`config.mk`:
```
export PLATFORM = sky130hd
export DESIGN_NAME = mpfc_top
export DESIGN_NICKNAME = d
export VERILOG_FILES = /design/src/mpfc_pkg.sv /design/src/mpfc_top.sv
export SDC_FILE = /design/constraint.sdc
export NUM_CORES = 1
export LEC_CHECK = 0
export BUFFER_PORTS_ARGS = -buffer_cell sky130_fd_sc_hd__buf_2
export CORE_MARGIN = 8
export CORE_UTILIZATION = 54
export CTS_BUF_LIST = sky130_fd_sc_hd__clkbuf_16
export CTS_CLUSTER_DIAMETER = 40
export DETAILED_ROUTE_END_ITERATION = 10
export HOLD_SLACK_MARGIN = 0.12
export PLACE_DENSITY_LB_ADDON = 0.3
export SYNTH_ARGS = -nofsm -noshare
export SYNTH_HDL_FRONTEND = slang
export SYNTH_SLANG_ARGS = --single-unit
export TNS_END_PERCENT = 1
```
`constraint.sdc`:
```
create_clock -name clk_sys_i -period 4.9 [get_ports clk_sys_i]
set_input_delay 0.49 -clock clk_sys_i [delete_from_list [all_inputs] [get_ports clk_sys_i]]
set_output_delay 0.49 -clock clk_sys_i [all_outputs]
set_load 0.01 [all_outputs]
```
`src/mpfc_pkg.sv`:
```
// Constants and carrier types of the motor PWM pin control block
package mpfc_pkg;
	// System clock period
	localparam int CLK_PERIOD_NS = 40;
	// Dead time bounds: standalone window and hosted ceiling
	localparam int DT_MIN_NS = 500;
	localparam int DT_MAX_NS = 6000;
	localparam int DT_HOST_MAX_NS = 31875;
	localparam logic [15:0] DT_MIN_CYC = 16'((DT_MIN_NS + CLK_PERIOD_NS - 1) / CLK_PERIOD_NS);
	localparam logic [15:0] DT_MAX_CYC = 16'(DT_MAX_NS / CLK_PERIOD_NS);
	localparam logic [15:0] DT_HOST_MAX_CYC = 16'(DT_HOST_MAX_NS / CLK_PERIOD_NS);
	// Retry delay counts milliseconds; standalone ceiling
	localparam int MS_NS = 1000000;
	localparam int MS_TICK_DEF = MS_NS / CLK_PERIOD_NS;
	localparam int RETRY_MAX_S = 53;
	localparam logic [15:0] RETRY_MAX_MS = 16'(RETRY_MAX_S * 1000);
	// Spacing of init sampling instants and parameter read slots
	localparam int INIT_GAP_NS = 10000;
	localparam logic [11:0] INIT_GAP_CYC = 12'(INIT_GAP_NS / CLK_PERIOD_NS);
	localparam int SLOT_NS = 100000;
	localparam logic [11:0] SLOT_CYC = 12'(SLOT_NS / CLK_PERIOD_NS);
	// Parameter read slots in scan order
	localparam logic [1:0] P_FREQ = 2'h0;
	localparam logic [1:0] P_DT = 2'h1;
	localparam logic [1:0] P_BOOST = 2'h2;
	localparam logic [1:0] P_RETRY = 2'h3;
	// Register byte offsets
	localparam logic [4:0] OFS_CTRL = 5'h00;
	localparam logic [4:0] OFS_DT = 5'h04;
	localparam logic [4:0] OFS_RETRY = 5'h08;
	localparam logic [4:0] OFS_STAT = 5'h0c;
	localparam logic [4:0] OFS_ISTAT = 5'h10;
	localparam logic [4:0] OFS_IMASK = 5'h14;
	localparam logic [4:0] OFS_PARAM = 5'h18;
	// Register reset values
	localparam logic [15:0] DT_RST = 16'h0032;
	localparam logic [15:0] RETRY_RST = 16'h03e8;
	// Interrupt bit positions
	localparam int IRQ_FAULT = 0;
	localparam int IRQ_RETRY = 1;
	localparam int IRQ_INIT = 2;
	// Initialisation sequence
	typedef enum logic [3:0] {
		S_MODE = 4'b0001,
		S_POL = 4'b0010,
		S_BASE = 4'b0100,
		S_RUN = 4'b1000
	} mpfc_init_t;
	// Fault handling
	typedef enum logic [2:0] {
		F_OK = 3'b001,
		F_HOLD = 3'b010,
		F_WAIT = 3'b100
	} mpfc_flt_t;
	// Six gate pins, index 0 = phase U, 1 = V, 2 = W
	typedef struct packed {
		logic [2:0] high;
		logic [2:0] low;
	} mpfc_gates_t;
	// Configuration caught during initialisation
	typedef struct packed {
		logic sa;
		logic pol;
		logic base60;
	} mpfc_cfg_t;
endpackage

```
`src/mpfc_top.sv`:
```
// Motor PWM gate pins, fault retry, init sampling and register slave
//
// The address map and the Avalon-MM register port are this design's own decisions.
`timescale 1ns/1ns
`default_nettype none
module mpfc_top import mpfc_pkg::*; #(
	parameter int MS_TICK_CYC = MS_TICK_DEF
) (
	input wire logic clk_sys_i,
	input wire logic rst_n_i,
	input wire logic [4:0] avs_address_i,
	input wire logic avs_read_i,
	input wire logic avs_write_i,
	input wire logic [31:0] avs_writedata_i,
	input wire logic [3:0] avs_byteenable_i,
	output logic [31:0] avs_readdata_o,
	output logic avs_waitrequest_o,
	output logic irq_o,
	input wire logic clk_loss_i,
	input wire logic low_supply_i,
	output logic rst_pin_o,
	output logic rst_pin_oe_n_o,
	input wire logic polarity_basefreq_select_in_i,
	input wire logic [2:0] phase_high_req_i,
	output mpfc_gates_t gate_o,
	output mpfc_gates_t gate_oe_n_o,
	input wire logic fault_input_i,
	input wire logic [15:0] param_value_i,
	input wire logic freq_strobe_or_serial_rx_i,
	output logic freq_strobe_or_serial_rx_o,
	output logic freq_strobe_or_serial_rx_oe_n_o,
	output logic serial_rx_o,
	input wire logic serial_tx_i,
	output logic retry_strobe_or_serial_tx_o,
	output logic deadtime_strobe_or_fault_flag_o,
	input wire logic boost_strobe_or_mode_select_i,
	output logic boost_strobe_or_mode_select_o,
	output logic boost_strobe_or_mode_select_oe_n_o
);
	// Limit a value to a window
	function automatic logic [15:0] clamp(input logic [15:0] v, input logic [15:0] lo,
		input logic [15:0] hi);
		clamp = (v < lo) ? lo : ((v > hi) ? hi : v);
	endfunction
	// Merge written bytes of a 16-bit register
	function automatic logic [15:0] wmerge(input logic [15:0] old, input logic [31:0] wd,
		input logic [3:0] be);
		wmerge = {be[1] ? wd[15:8] : old[15:8], be[0] ? wd[7:0] : old[7:0]};
	endfunction

	// Reset, frequency strobe and boost strobe pins only ever pull low
	assign rst_pin_o = 1'b0;
	assign freq_strobe_or_serial_rx_o = 1'b0;
	assign boost_strobe_or_mode_select_o = 1'b0;

	mpfc_init_t init_q, init_d; // Init sequence state
	logic [11:0] icnt_q, icnt_d; // Cycles to next sampling instant
	mpfc_cfg_t cfg_q, cfg_d; // Mode, polarity, base frequency
	logic init_ev; // Init finished this cycle

	// Init sequence: sample mode, then polarity, then base frequency
	always_comb begin
		init_d = init_q;
		icnt_d = icnt_q;
		cfg_d = cfg_q;
		init_ev = 1'b0;
		if (init_q != S_RUN) begin
			if (icnt_q != 12'h000) begin
				icnt_d = icnt_q - 12'h001;
			end else begin
				icnt_d = INIT_GAP_CYC;
				case (init_q)
					S_MODE: begin
						cfg_d.sa = boost_strobe_or_mode_select_i;
						init_d = S_POL;
					end
					S_POL: begin
						cfg_d.pol = polarity_basefreq_select_in_i;
						init_d = S_BASE;
					end
					default: begin
						cfg_d.base60 = polarity_basefreq_select_in_i;
						init_d = S_RUN;
						init_ev = 1'b1;
					end
				endcase
			end
		end
	end

	// Config is only written before run, so it holds until reset
	always_ff @(posedge clk_sys_i or negedge rst_n_i) begin
		if (!rst_n_i) begin
			init_q <= S_MODE;
			icnt_q <= INIT_GAP_CYC;
			cfg_q <= '0;
		end else begin
			init_q <= init_d;
			icnt_q <= icnt_d;
			cfg_q <= cfg_d;
		end
	end

	logic [1:0] slot_q, slot_d; // Parameter being read
	logic [11:0] scnt_q, scnt_d; // Cycles left in slot
	logic [15:0] pfreq_q, pfreq_d; // Last frequency reading
	logic [15:0] pdt_q, pdt_d; // Last dead time reading
	logic [15:0] pretry_q, pretry_d; // Last retry reading
	logic scan_on; // Standalone and running

	assign scan_on = cfg_q.sa && (init_q == S_RUN);

	// Standalone parameter scan: each slot but boost ends by latching the reading
	always_comb begin
		slot_d = slot_q;
		scnt_d = scnt_q;
		pfreq_d = pfreq_q;
		pdt_d = pdt_q;
		pretry_d = pretry_q;
		if (scan_on) begin
			if (scnt_q != 12'h000) begin
				scnt_d = scnt_q - 12'h001;
			end else begin
				scnt_d = SLOT_CYC;
				slot_d = slot_q + 2'h1;
				if (slot_q == P_FREQ) begin
					pfreq_d = param_value_i;
				end else if (slot_q == P_DT) begin
					pdt_d = param_value_i;
				end else if (slot_q == P_RETRY) begin
					pretry_d = param_value_i;
				end
			end
		end
	end

	// Scan registers
	always_ff @(posedge clk_sys_i or negedge rst_n_i) begin
		if (!rst_n_i) begin
			slot_q <= P_FREQ;
			scnt_q <= SLOT_CYC;
			pfreq_q <= '0;
			pdt_q <= DT_RST;
			pretry_q <= RETRY_RST;
		end else begin
			slot_q <= slot_d;
			scnt_q <= scnt_d;
			pfreq_q <= pfreq_d;
			pdt_q <= pdt_d;
			pretry_q <= pretry_d;
		end
	end

	logic [15:0] ctrl_q, ctrl_d; // Bit 0 enables gates in hosted mode
	logic [15:0] dtreg_q, dtreg_d; // Hosted dead time, cycles
	logic [15:0] rtreg_q, rtreg_d; // Hosted retry delay, ms
	logic [15:0] dt_eff; // Dead time in force
	logic [15:0] rt_eff; // Retry delay in force

	// Standalone values are forced into their windows
	always_comb begin
		dt_eff = cfg_q.sa ? clamp(pdt_q, DT_MIN_CYC, DT_MAX_CYC)
			: clamp(dtreg_q, 16'h0000, DT_HOST_MAX_CYC);
		rt_eff = cfg_q.sa ? clamp(pretry_q, 16'h0000, RETRY_MAX_MS) : rtreg_q;
	end

	mpfc_flt_t flt_q, flt_d; // Fault state
	logic [31:0] tick_q, tick_d; // Millisecond prescaler
	logic [15:0] rcnt_q, rcnt_d; // Milliseconds left to wait
	logic flt_ev, rdy_ev; // Fault seen, gates re-enabled

	// Fault: hold while input high, then count the retry delay
	always_comb begin
		flt_d = flt_q;
		tick_d = tick_q;
		rcnt_d = rcnt_q;
		flt_ev = 1'b0;
		rdy_ev = 1'b0;
		case (flt_q)
			F_OK: begin
				if (fault_input_i) begin
					flt_d = F_HOLD;
					flt_ev = 1'b1;
				end
			end
			F_HOLD: begin
				if (!fault_input_i) begin
					flt_d = F_WAIT;
					rcnt_d = rt_eff;
					tick_d = '0;
				end
			end
			default: begin
				if (fault_input_i) begin
					flt_d = F_HOLD;
				end else if (rcnt_q == 16'h0000) begin
					flt_d = F_OK;
					rdy_ev = 1'b1;
				end else if (tick_q == 32'(MS_TICK_CYC - 1)) begin
					tick_d = '0;
					rcnt_d = rcnt_q - 16'h0001;
				end else begin
					tick_d = tick_q + 32'h1;
				end
			end
		endcase
	end

	// Fault registers
	always_ff @(posedge clk_sys_i or negedge rst_n_i) begin
		if (!rst_n_i) begin
			flt_q <= F_OK;
			tick_q <= '0;
			rcnt_q <= '0;
		end else begin
			flt_q <= flt_d;
			tick_q <= tick_d;
			rcnt_q <= rcnt_d;
		end
	end

	logic [2:0] last_q, last_d; // Side each phase is heading for
	logic [15:0] dtc_q[3], dtc_d[3]; // Dead time left per phase
	mpfc_gates_t gate_q, gate_d; // Gate pin levels
	mpfc_gates_t goe_q, goe_d; // Gate enables, low drives
	logic run; // Gates may conduct

	assign run = (init_q == S_RUN) && (flt_q == F_OK) && (cfg_q.sa || ctrl_q[0]);

	// Dead time per phase; fault input bypasses the state machine
	always_comb begin
		last_d = phase_high_req_i;
		goe_d = (init_q == S_RUN) ? '0 : '1;
		for (int i = 0; i < 3; i++) begin
			dtc_d[i] = (dtc_q[i] != 16'h0000) ? dtc_q[i] - 16'h0001 : dtc_q[i];
			if (phase_high_req_i[i] != last_q[i]) begin
				dtc_d[i] = dt_eff;
			end
			gate_d.high[i] = ~cfg_q.pol;
			gate_d.low[i] = ~cfg_q.pol;
			if (run && !fault_input_i && (dtc_q[i] == 16'h0000)
				&& (phase_high_req_i[i] == last_q[i])) begin
				if (last_q[i]) begin
					gate_d.high[i] = cfg_q.pol;
				end else begin
					gate_d.low[i] = cfg_q.pol;
				end
			end
		end
	end

	// Gate registers
	always_ff @(posedge clk_sys_i or negedge rst_n_i) begin
		if (!rst_n_i) begin
			last_q <= '0;
			dtc_q <= '{default: '0};
			gate_q <= '0;
			goe_q <= '1;
		end else begin
			last_q <= last_d;
			dtc_q <= dtc_d;
			gate_q <= gate_d;
			goe_q <= goe_d;
		end
	end
	assign gate_o = gate_q;
	assign gate_oe_n_o = goe_q;

	logic roe_q, roe_d; // Reset pin enable
	logic foe_q, foe_d; // Frequency pin enable
	logic boe_q, boe_d; // Boost pin enable
	logic rx_q, rx_d; // Serial receive
	logic rtx_q, rtx_d; // Retry strobe or transmit
	logic dtf_q, dtf_d; // Dead time strobe or fault flag

	// Dual-role pins follow the mode caught at startup
	always_comb begin
		roe_d = !(clk_loss_i || low_supply_i);
		foe_d = !(scan_on && slot_q == P_FREQ);
		boe_d = !(scan_on && slot_q == P_BOOST);
		rx_d = 1'b1;
		rtx_d = 1'b1;
		dtf_d = 1'b1;
		if (scan_on) begin
			rtx_d = (slot_q != P_RETRY);
			dtf_d = (slot_q != P_DT);
		end else if (!cfg_q.sa && init_q == S_RUN) begin
			rx_d = freq_strobe_or_serial_rx_i;
			rtx_d = serial_tx_i;
			dtf_d = !fault_input_i;
		end
	end

	// Pin registers
	always_ff @(posedge clk_sys_i or negedge rst_n_i) begin
		if (!rst_n_i) begin
			roe_q <= 1'b1;
			foe_q <= 1'b1;
			boe_q <= 1'b1;
			rx_q <= 1'b1;
			rtx_q <= 1'b1;
			dtf_q <= 1'b1;
		end else begin
			roe_q <= roe_d;
			foe_q <= foe_d;
			boe_q <= boe_d;
			rx_q <= rx_d;
			rtx_q <= rtx_d;
			dtf_q <= dtf_d;
		end
	end
	assign rst_pin_oe_n_o = roe_q;
	assign freq_strobe_or_serial_rx_oe_n_o = foe_q;
	assign boost_strobe_or_mode_select_oe_n_o = boe_q;
	assign serial_rx_o = rx_q;
	assign retry_strobe_or_serial_tx_o = rtx_q;
	assign deadtime_strobe_or_fault_flag_o = dtf_q;

	logic wait_q, wait_d; // Waitrequest
	logic [31:0] rd_q, rd_d; // Read data
	logic [2:0] ist_q, ist_d; // Sticky interrupt status
	logic [2:0] imask_q, imask_d; // Interrupt mask
	logic irq_q, irq_d; // Interrupt line
	logic req, acc; // Request present, accepted this edge

	assign req = avs_read_i || avs_write_i;
	assign acc = req && !wait_q;

	// Bus slave: one wait cycle, data loaded while waitrequest is high
	always_comb begin
		wait_d = !(req && wait_q);
		rd_d = rd_q;
		ctrl_d = ctrl_q;
		dtreg_d = dtreg_q;
		rtreg_d = rtreg_q;
		imask_d = imask_q;
		ist_d = ist_q;
		if (req && wait_q && avs_read_i) begin
			rd_d = '0;
			if (avs_address_i == OFS_CTRL) begin
				rd_d[15:0] = ctrl_q;
			end else if (avs_address_i == OFS_DT) begin
				rd_d[15:0] = dtreg_q;
			end else if (avs_address_i == OFS_RETRY) begin
				rd_d[15:0] = rtreg_q;
			end else if (avs_address_i == OFS_STAT) begin
				rd_d[9:0] = {flt_q, init_q, cfg_q.base60, cfg_q.pol, cfg_q.sa};
			end else if (avs_address_i == OFS_ISTAT) begin
				rd_d[2:0] = ist_q;
			end else if (avs_address_i == OFS_IMASK) begin
				rd_d[2:0] = imask_q;
			end else if (avs_address_i == OFS_PARAM) begin
				rd_d[15:0] = pfreq_q;
			end
		end
		if (acc && avs_write_i) begin
			if (avs_address_i == OFS_CTRL) begin
				ctrl_d = wmerge(ctrl_q, avs_writedata_i, avs_byteenable_i) & 16'h0001;
			end else if (avs_address_i == OFS_DT) begin
				dtreg_d = wmerge(dtreg_q, avs_writedata_i, avs_byteenable_i);
			end else if (avs_address_i == OFS_RETRY) begin
				rtreg_d = wmerge(rtreg_q, avs_writedata_i, avs_byteenable_i);
			end else if (avs_address_i == OFS_IMASK && avs_byteenable_i[0]) begin
				imask_d = avs_writedata_i[2:0];
			end
		end
		// Clear only bits that were read; new events win
		if (acc && avs_read_i && avs_address_i == OFS_ISTAT) begin
			ist_d = ist_q & ~rd_q[2:0];
		end
		ist_d[IRQ_FAULT] = ist_d[IRQ_FAULT] | flt_ev;
		ist_d[IRQ_RETRY] = ist_d[IRQ_RETRY] | rdy_ev;
		ist_d[IRQ_INIT] = ist_d[IRQ_INIT] | init_ev;
		irq_d = |(ist_q & imask_q);
	end

	// Register file
	always_ff @(posedge clk_sys_i or negedge rst_n_i) begin
		if (!rst_n_i) begin
			wait_q <= 1'b1;
			rd_q <= '0;
			ctrl_q <= '0;
			dtreg_q <= DT_RST;
			rtreg_q <= RETRY_RST;
			ist_q <= '0;
			imask_q <= '0;
			irq_q <= 1'b0;
		end else begin
			wait_q <= wait_d;
			rd_q <= rd_d;
			ctrl_q <= ctrl_d;
			dtreg_q <= dtreg_d;
			rtreg_q <= rtreg_d;
			ist_q <= ist_d;
			imask_q <= imask_d;
			irq_q <= irq_d;
		end
	end
	assign avs_readdata_o = rd_q;
	assign avs_waitrequest_o = wait_q;
	assign irq_o = irq_q;
endmodule
`default_nettype wire

```
# ---- Yosys cells after proc, flatten, opt, wreduce, memory -nomap -nowiden
# Index checks and enable logic that the tools add are counted.
dict set report op_classes {
  reduce_logical 66
  n_lt_le_gt_ge 6
  bitwise_logic 17
  mux 70
  addsub 8
  n_eq_ne 27
}
# cell count
set op_table {}
lappend op_table {{$mux 16} 22}
lappend op_table {{$mux 32} 4}
lappend op_table {{$logic_not 16->1} 4}
lappend op_table {{$pmux 32 s2} 1}
lappend op_table {{$sub 16x1->16 const B} 4}
lappend op_table {{$reduce_bool 16->1} 3}
lappend op_table {{$add 32x1->32 const B} 1}
lappend op_table {{$eq 32x15->1 const B} 1}
lappend op_table {{$lt 16x1->1 const B} 2}
lappend op_table {{$pmux 16 s2} 1}
lappend op_table {{$mux 1} 26}
lappend op_table {{$mux 13} 2}
lappend op_table {{$mux 12} 2}
lappend op_table {{$reduce_bool 12->1} 2}
lappend op_table {{$sub 12x1->12 const B} 2}
lappend op_table {{$mux 3} 7}
lappend op_table {{$reduce_and 3->1} 7}
lappend op_table {{$logic_and 1x1->1} 20}
lappend op_table {{$reduce_and 5->1} 4}
lappend op_table {{$gt 16x10->1 const B} 1}
lappend op_table {{$gt 16x16->1 const B} 1}
lappend op_table {{$gt 16x8->1 const B} 1}
lappend op_table {{$lt 16x4->1 const B} 1}
lappend op_table {{$reduce_and 4->1} 4}
lappend op_table {{33 further kinds} 71}
dict set report word_totals {
  out_inout_bits 55
  ff_bits 258
  wordCells 231
}

# ---- Longest topological paths before layout
dict set report logic_depth {
  ltp_word 8
  ltp_mapped 9
  ltp_nobuf 7
}

# ---- Worst setup path before layout
# OpenSTA, ideal clock, no wires.
dict set report synth_path {
  path_kind {register to register}
  start {register scnt_q[0]}
  end {register pretry_q[10]}
  arrival_time_ns 2.407
  path_stages_with_launch 9
  n_path_buf 1
  setup_ns 0.125
  path_slack_ns 2.368
  required_ns 4.775
  path_cell_list {dfrtp_1 > inv_1 > ha_1 > or4b_4 > nor4_4 > nand2_4 > nor4b_4 > buf_8 > mux2_4}
}
dict set report synth_between {
  elab_chain_cells 3
}
# item line
set synth_lines {}
lappend synth_lines {{start: declaration} mpfc_top.sv:105} ;# logic [11:0] scnt_q, scnt_d;
lappend synth_lines {{start signal: assignment} mpfc_top.sv:147} ;# scnt_q <= scnt_d;
lappend synth_lines {{$reduce_bool 12->1} mpfc_top.sv:121} ;# if (scnt_q != 12'h000) begin
lappend synth_lines {{$not 1->1 (no line)} -}
lappend synth_lines {{$reduce_and 5->1 (no line)} -}
lappend synth_lines {{end signal: assignment} mpfc_top.sv:150} ;# pretry_q <= pretry_d;
lappend synth_lines {{end: declaration} mpfc_top.sv:108} ;# logic [15:0] pretry_q, pretry_d;
# Every way passes these cells.
# A chain may end at the register's enable or synchronous reset.

# ---- Final worst setup path
dict set report layout_path {
  start {register init_q[2]}
  end {register pdt_q[12]}
}
dict set report layout_between {
  elab_chain_cells 3
}
# item line
set layout_lines {}
lappend layout_lines {{start: declaration} mpfc_top.sv:56} ;# mpfc_init_t init_q, init_d;
lappend layout_lines {{start signal: assignment} mpfc_top.sv:98} ;# init_q <= init_d;
lappend layout_lines {{$eq 4x4->1} mpfc_top.sv:111} ;# assign scan_on = cfg_q.sa && (init_q == S_RUN);
lappend layout_lines {{$logic_and 1x1->1} mpfc_top.sv:111}
lappend layout_lines {{$reduce_and 4->1 (no line)} -}
lappend layout_lines {{end signal: assignment} mpfc_top.sv:149} ;# pdt_q <= pdt_d;
lappend layout_lines {{end: declaration} mpfc_top.sv:107} ;# logic [15:0] pdt_q, pdt_d;
# Every way passes these cells.

==> out/results.tsv <==
metric	value	unit
power_density	444	nW/um^2
cts_tree	yes	
cts.clk_slew.worst_paths	0.06	ns
cts.sinks	253	
fillerInstances	1943	
synth_edf_count	0	
setup_viol	0	
hold_class	primary input to flip-flop	
routed_wl	33900	um
wire_per_inst	19.6	um
multi_input_area	6330	um^2
critical_path.cell_chain	nor4b_4 -> inv_2 -> nor2_4 -> nand2_4 -> nor3b_4 -> mux2_2	
cap_viol_max_count	0	
hp-start	phase_high_req_i[1]	
ir_worst_vdd	267	uV
critPathLaunchType	flip-flop	
critical_path_arrival	3.54	ns
final_cells	1731	
busiest_layer	met2	
track_usage	22.9	%
hold_depth	1	
reg2reg_depth	6	
seq_area	6380	um^2
drive_gt1_share	22.6	%
max_freq	318	MHz
grtUsageMet1	30.9	%
ff2ff_setup_slack	1.76	ns
yosysTopAreaCell	dfrtp_1	
leakage	6.68	nW
area_growth_syn_to_layout	16.3	%
postLayoutCoreUtil	63.4	%
synth_seq_area_share	48.4	%
io_pins	126	
dpl.hpwl	23000	um
placed_cells	1653	
grt_pass1_wl	54200	um
cts_buffers	40	
grt_max_degree	106	
critPathTopFamily	simple AND/OR/NAND/NOR gates	
routabilityCongestion	0.891	
synth_top_flop_cell	dfrtp_1	
die_w	172	um
cts_resized	0	
htree_levels	2	
drv_slew	0	
tns	0	ns
synth_top_area_share	40.6	%
ys_ff_latch	253	
ant_nets	0	
finalPower	6.80	mW
start_util	54.5	%
cp-end-kind	flip-flop	
reg2reg_from	init_q[2]	
clk_latency	0.53	ns
vias	10600	
core	24200	um^2
crit_path_max_incr_delay	0.78	ns
io_buffer_count	88	
min_to	last_q[1]	
syn_area	13200	um^2
routed_via_density	6.13	
syn_inst	1284	
use_met2	36.6	%
dieArea	29700	um^2
crit_type	flip-flop to flip-flop	
rsz0062_at_grt	false	
async_flop_share	100	%
drcViolationCount	0	
regToRegEndpoint	pdt_q[12]	
critPathMaxFanout	16	
drtIter0Drc	1040	
relSlewSlack	11.7	%
grt_pass1_vias	10400	
post_cts_buffers	0	
critical_path_required	5.30	ns
final.setup_skew	0.0194	ns
cp_num_buf_inv	1	
synth_warnings	0	
avgSynthCellArea	10.3	um^2
antenna_found_initial	1	
rows	57	
dr.pass1.iters	5	
ctsLongestPathBuffers	3	
final_nets	1462	
synth_area_leaders	dfrtp_1 41%, dfstp_2 7.8%, mux2_2 6.9%, nor2_1 2.8%, o21ai_0 2.6%	
slowest_stage	nor3b_4	
worst_pin_slew	1.31	ns
finalHoldViolCount	0	
die_h	172	um
ys_types	79	
root_buffer	clkbuf_16	
final.period_utilization	64.2	%
grtUsageMet3	4.18	%
status	completed	
gr-total-overflow	0	
fin_crit	3.14	ns
==> worst register-to-register path: stages, from the launching register on <==
cell	delay, ns
dfrtp_1	0.46
nor4b_4	0.67
inv_2	0.27
nor2_4	0.29
nand2_4	0.13
nor3b_4	0.78
mux2_2	0.43
==> cell usage in the layout (no fill, tap or decap), drive strengths merged, types with 29 or more instances in the layout <==
cell type  count
mux2          91
o21ai         70
a31oi         29
clkbuf        42
nor4          37
nor3          38
nand2         89
xnor2         34
buf          101
dfrtp        214
dfstp         39
inv           50
nor2         100
nand3         40
a21oi         53
==> sequential cells by signal (all words and copies together) (netlist names), 4 cells and up <==
register / flops
gate_o: 6
scnt_q: 12
icnt_q: 12
tick_q: 32
pfreq_q: 16
rtreg_q: 16
init_q: 4
pretry_q: 16
dtc_q: 48
dtreg_q: 16
pdt_q: 16
rcnt_q: 16
avs_readdata_o: 16
==> cell type report <==
cell class / instances / area share (%)
sequential: 253 / 41.6
multi-input combinational: 935 / 41.3
clock buffer: 42 / 6.86
timing repair buffer: 104 / 3.85
clock inverter: 32 / 2.75
tap: 324 / 2.64
inverter: 40 / 0.979
antenna: 1 / 0.0163
==> through the flow <==
step / area [um^2] / worst slack (ns) / hold slack [ns]
5_1_grt: 15300 / 1.54 / 0.139
6_report: 15300 / 1.76 / 0.153
2_1_floorplan: 13200 / 2.37 / 0.194
3_3_place_gp: 13800 / 1.80 / 0.460
3_5_place_dp: 13800 / 1.76 / 0.469
4_1_cts: 15300 / 1.73 / 0.142
==> layer usage <==
| layer | wire [um] | up-vias |
|---|---|---|
| met2 | 15900 | 392 |
| li1 | - | 4922 |
| met4 | 937 | 0 |
| met3 | 2320 | 65 |
| met5 | 0 | - |
| met1 | 14800 | 5239 |
==> Yosys cell counts, types with 7 or more instances <==
library cell / n
buf_2: 7
and4_1: 7
buf_4: 27
clkbuf_1: 36
nor3_1: 38
or3_1: 17
nand2b_1: 8
o22ai_1: 8
a21o_1: 12
mux2_2: 81
a211oi_1: 11
and3_1: 13
xor2_1: 22
o211ai_1: 8
o21ai_0: 69
o21a_1: 10
dfrtp_1: 214
or4_1: 20
mux2_4: 10
nand2_1: 87
inv_1: 39
nor4_1: 36
a22oi_1: 15
a21oi_1: 53
nor2_1: 99
a22o_1: 17
ha_1: 17
xnor2_1: 34
nor2b_1: 13
nand3_1: 40
a31oi_1: 29
a221oi_1: 7
nand4_1: 22
mux2i_1: 14
o31ai_1: 14
dfstp_2: 39
==> cells by family after synthesis <==
kind of cell    count (synthesis)  share of synthesized area (%)
compound gates                292                           14.6
xor+xnor                       56                           3.72
fa+ha+maj                      17                           1.61
buf+inv                       114                           4.17
flops                         253                           48.4
mux                           105                           9.12
other cells                     1                         0.0285
simple gates                  446                           18.4
==> worst max path at each step <==
stage	start	to	slack, ns	cells after the start
after floorplan	scnt_q[0]	pretry_q[10]	2.37	8
after global placement	init_q[2]	pdt_q[15]	1.80	6
after detailed placement	init_q[2]	pdt_q[10]	1.76	6
after CTS	init_q[2]	pdt_q[10]	1.73	6
after global routing	init_q[2]	pdt_q[12]	1.54	6
final	init_q[2]	pdt_q[12]	1.76	6
==> what timing repair did <==
| action | in CTS | in global routing |
|---|---|---|
| endpoints found under the hold margin | 77 | 0 |
| hold buffers | 3 | 0 |
| endpoints found under the setup margin | 0 | 0 |
==> report_power, final <==
part           leakage [nW]  internal, mW  switching (mW)
sequential             3.21          2.33           0.230
combinational          2.73         0.474           0.695
clock                 0.733          2.04            1.03
total                  6.68          4.85            1.96
Note: power is estimated with default switching activity, not from simulation.
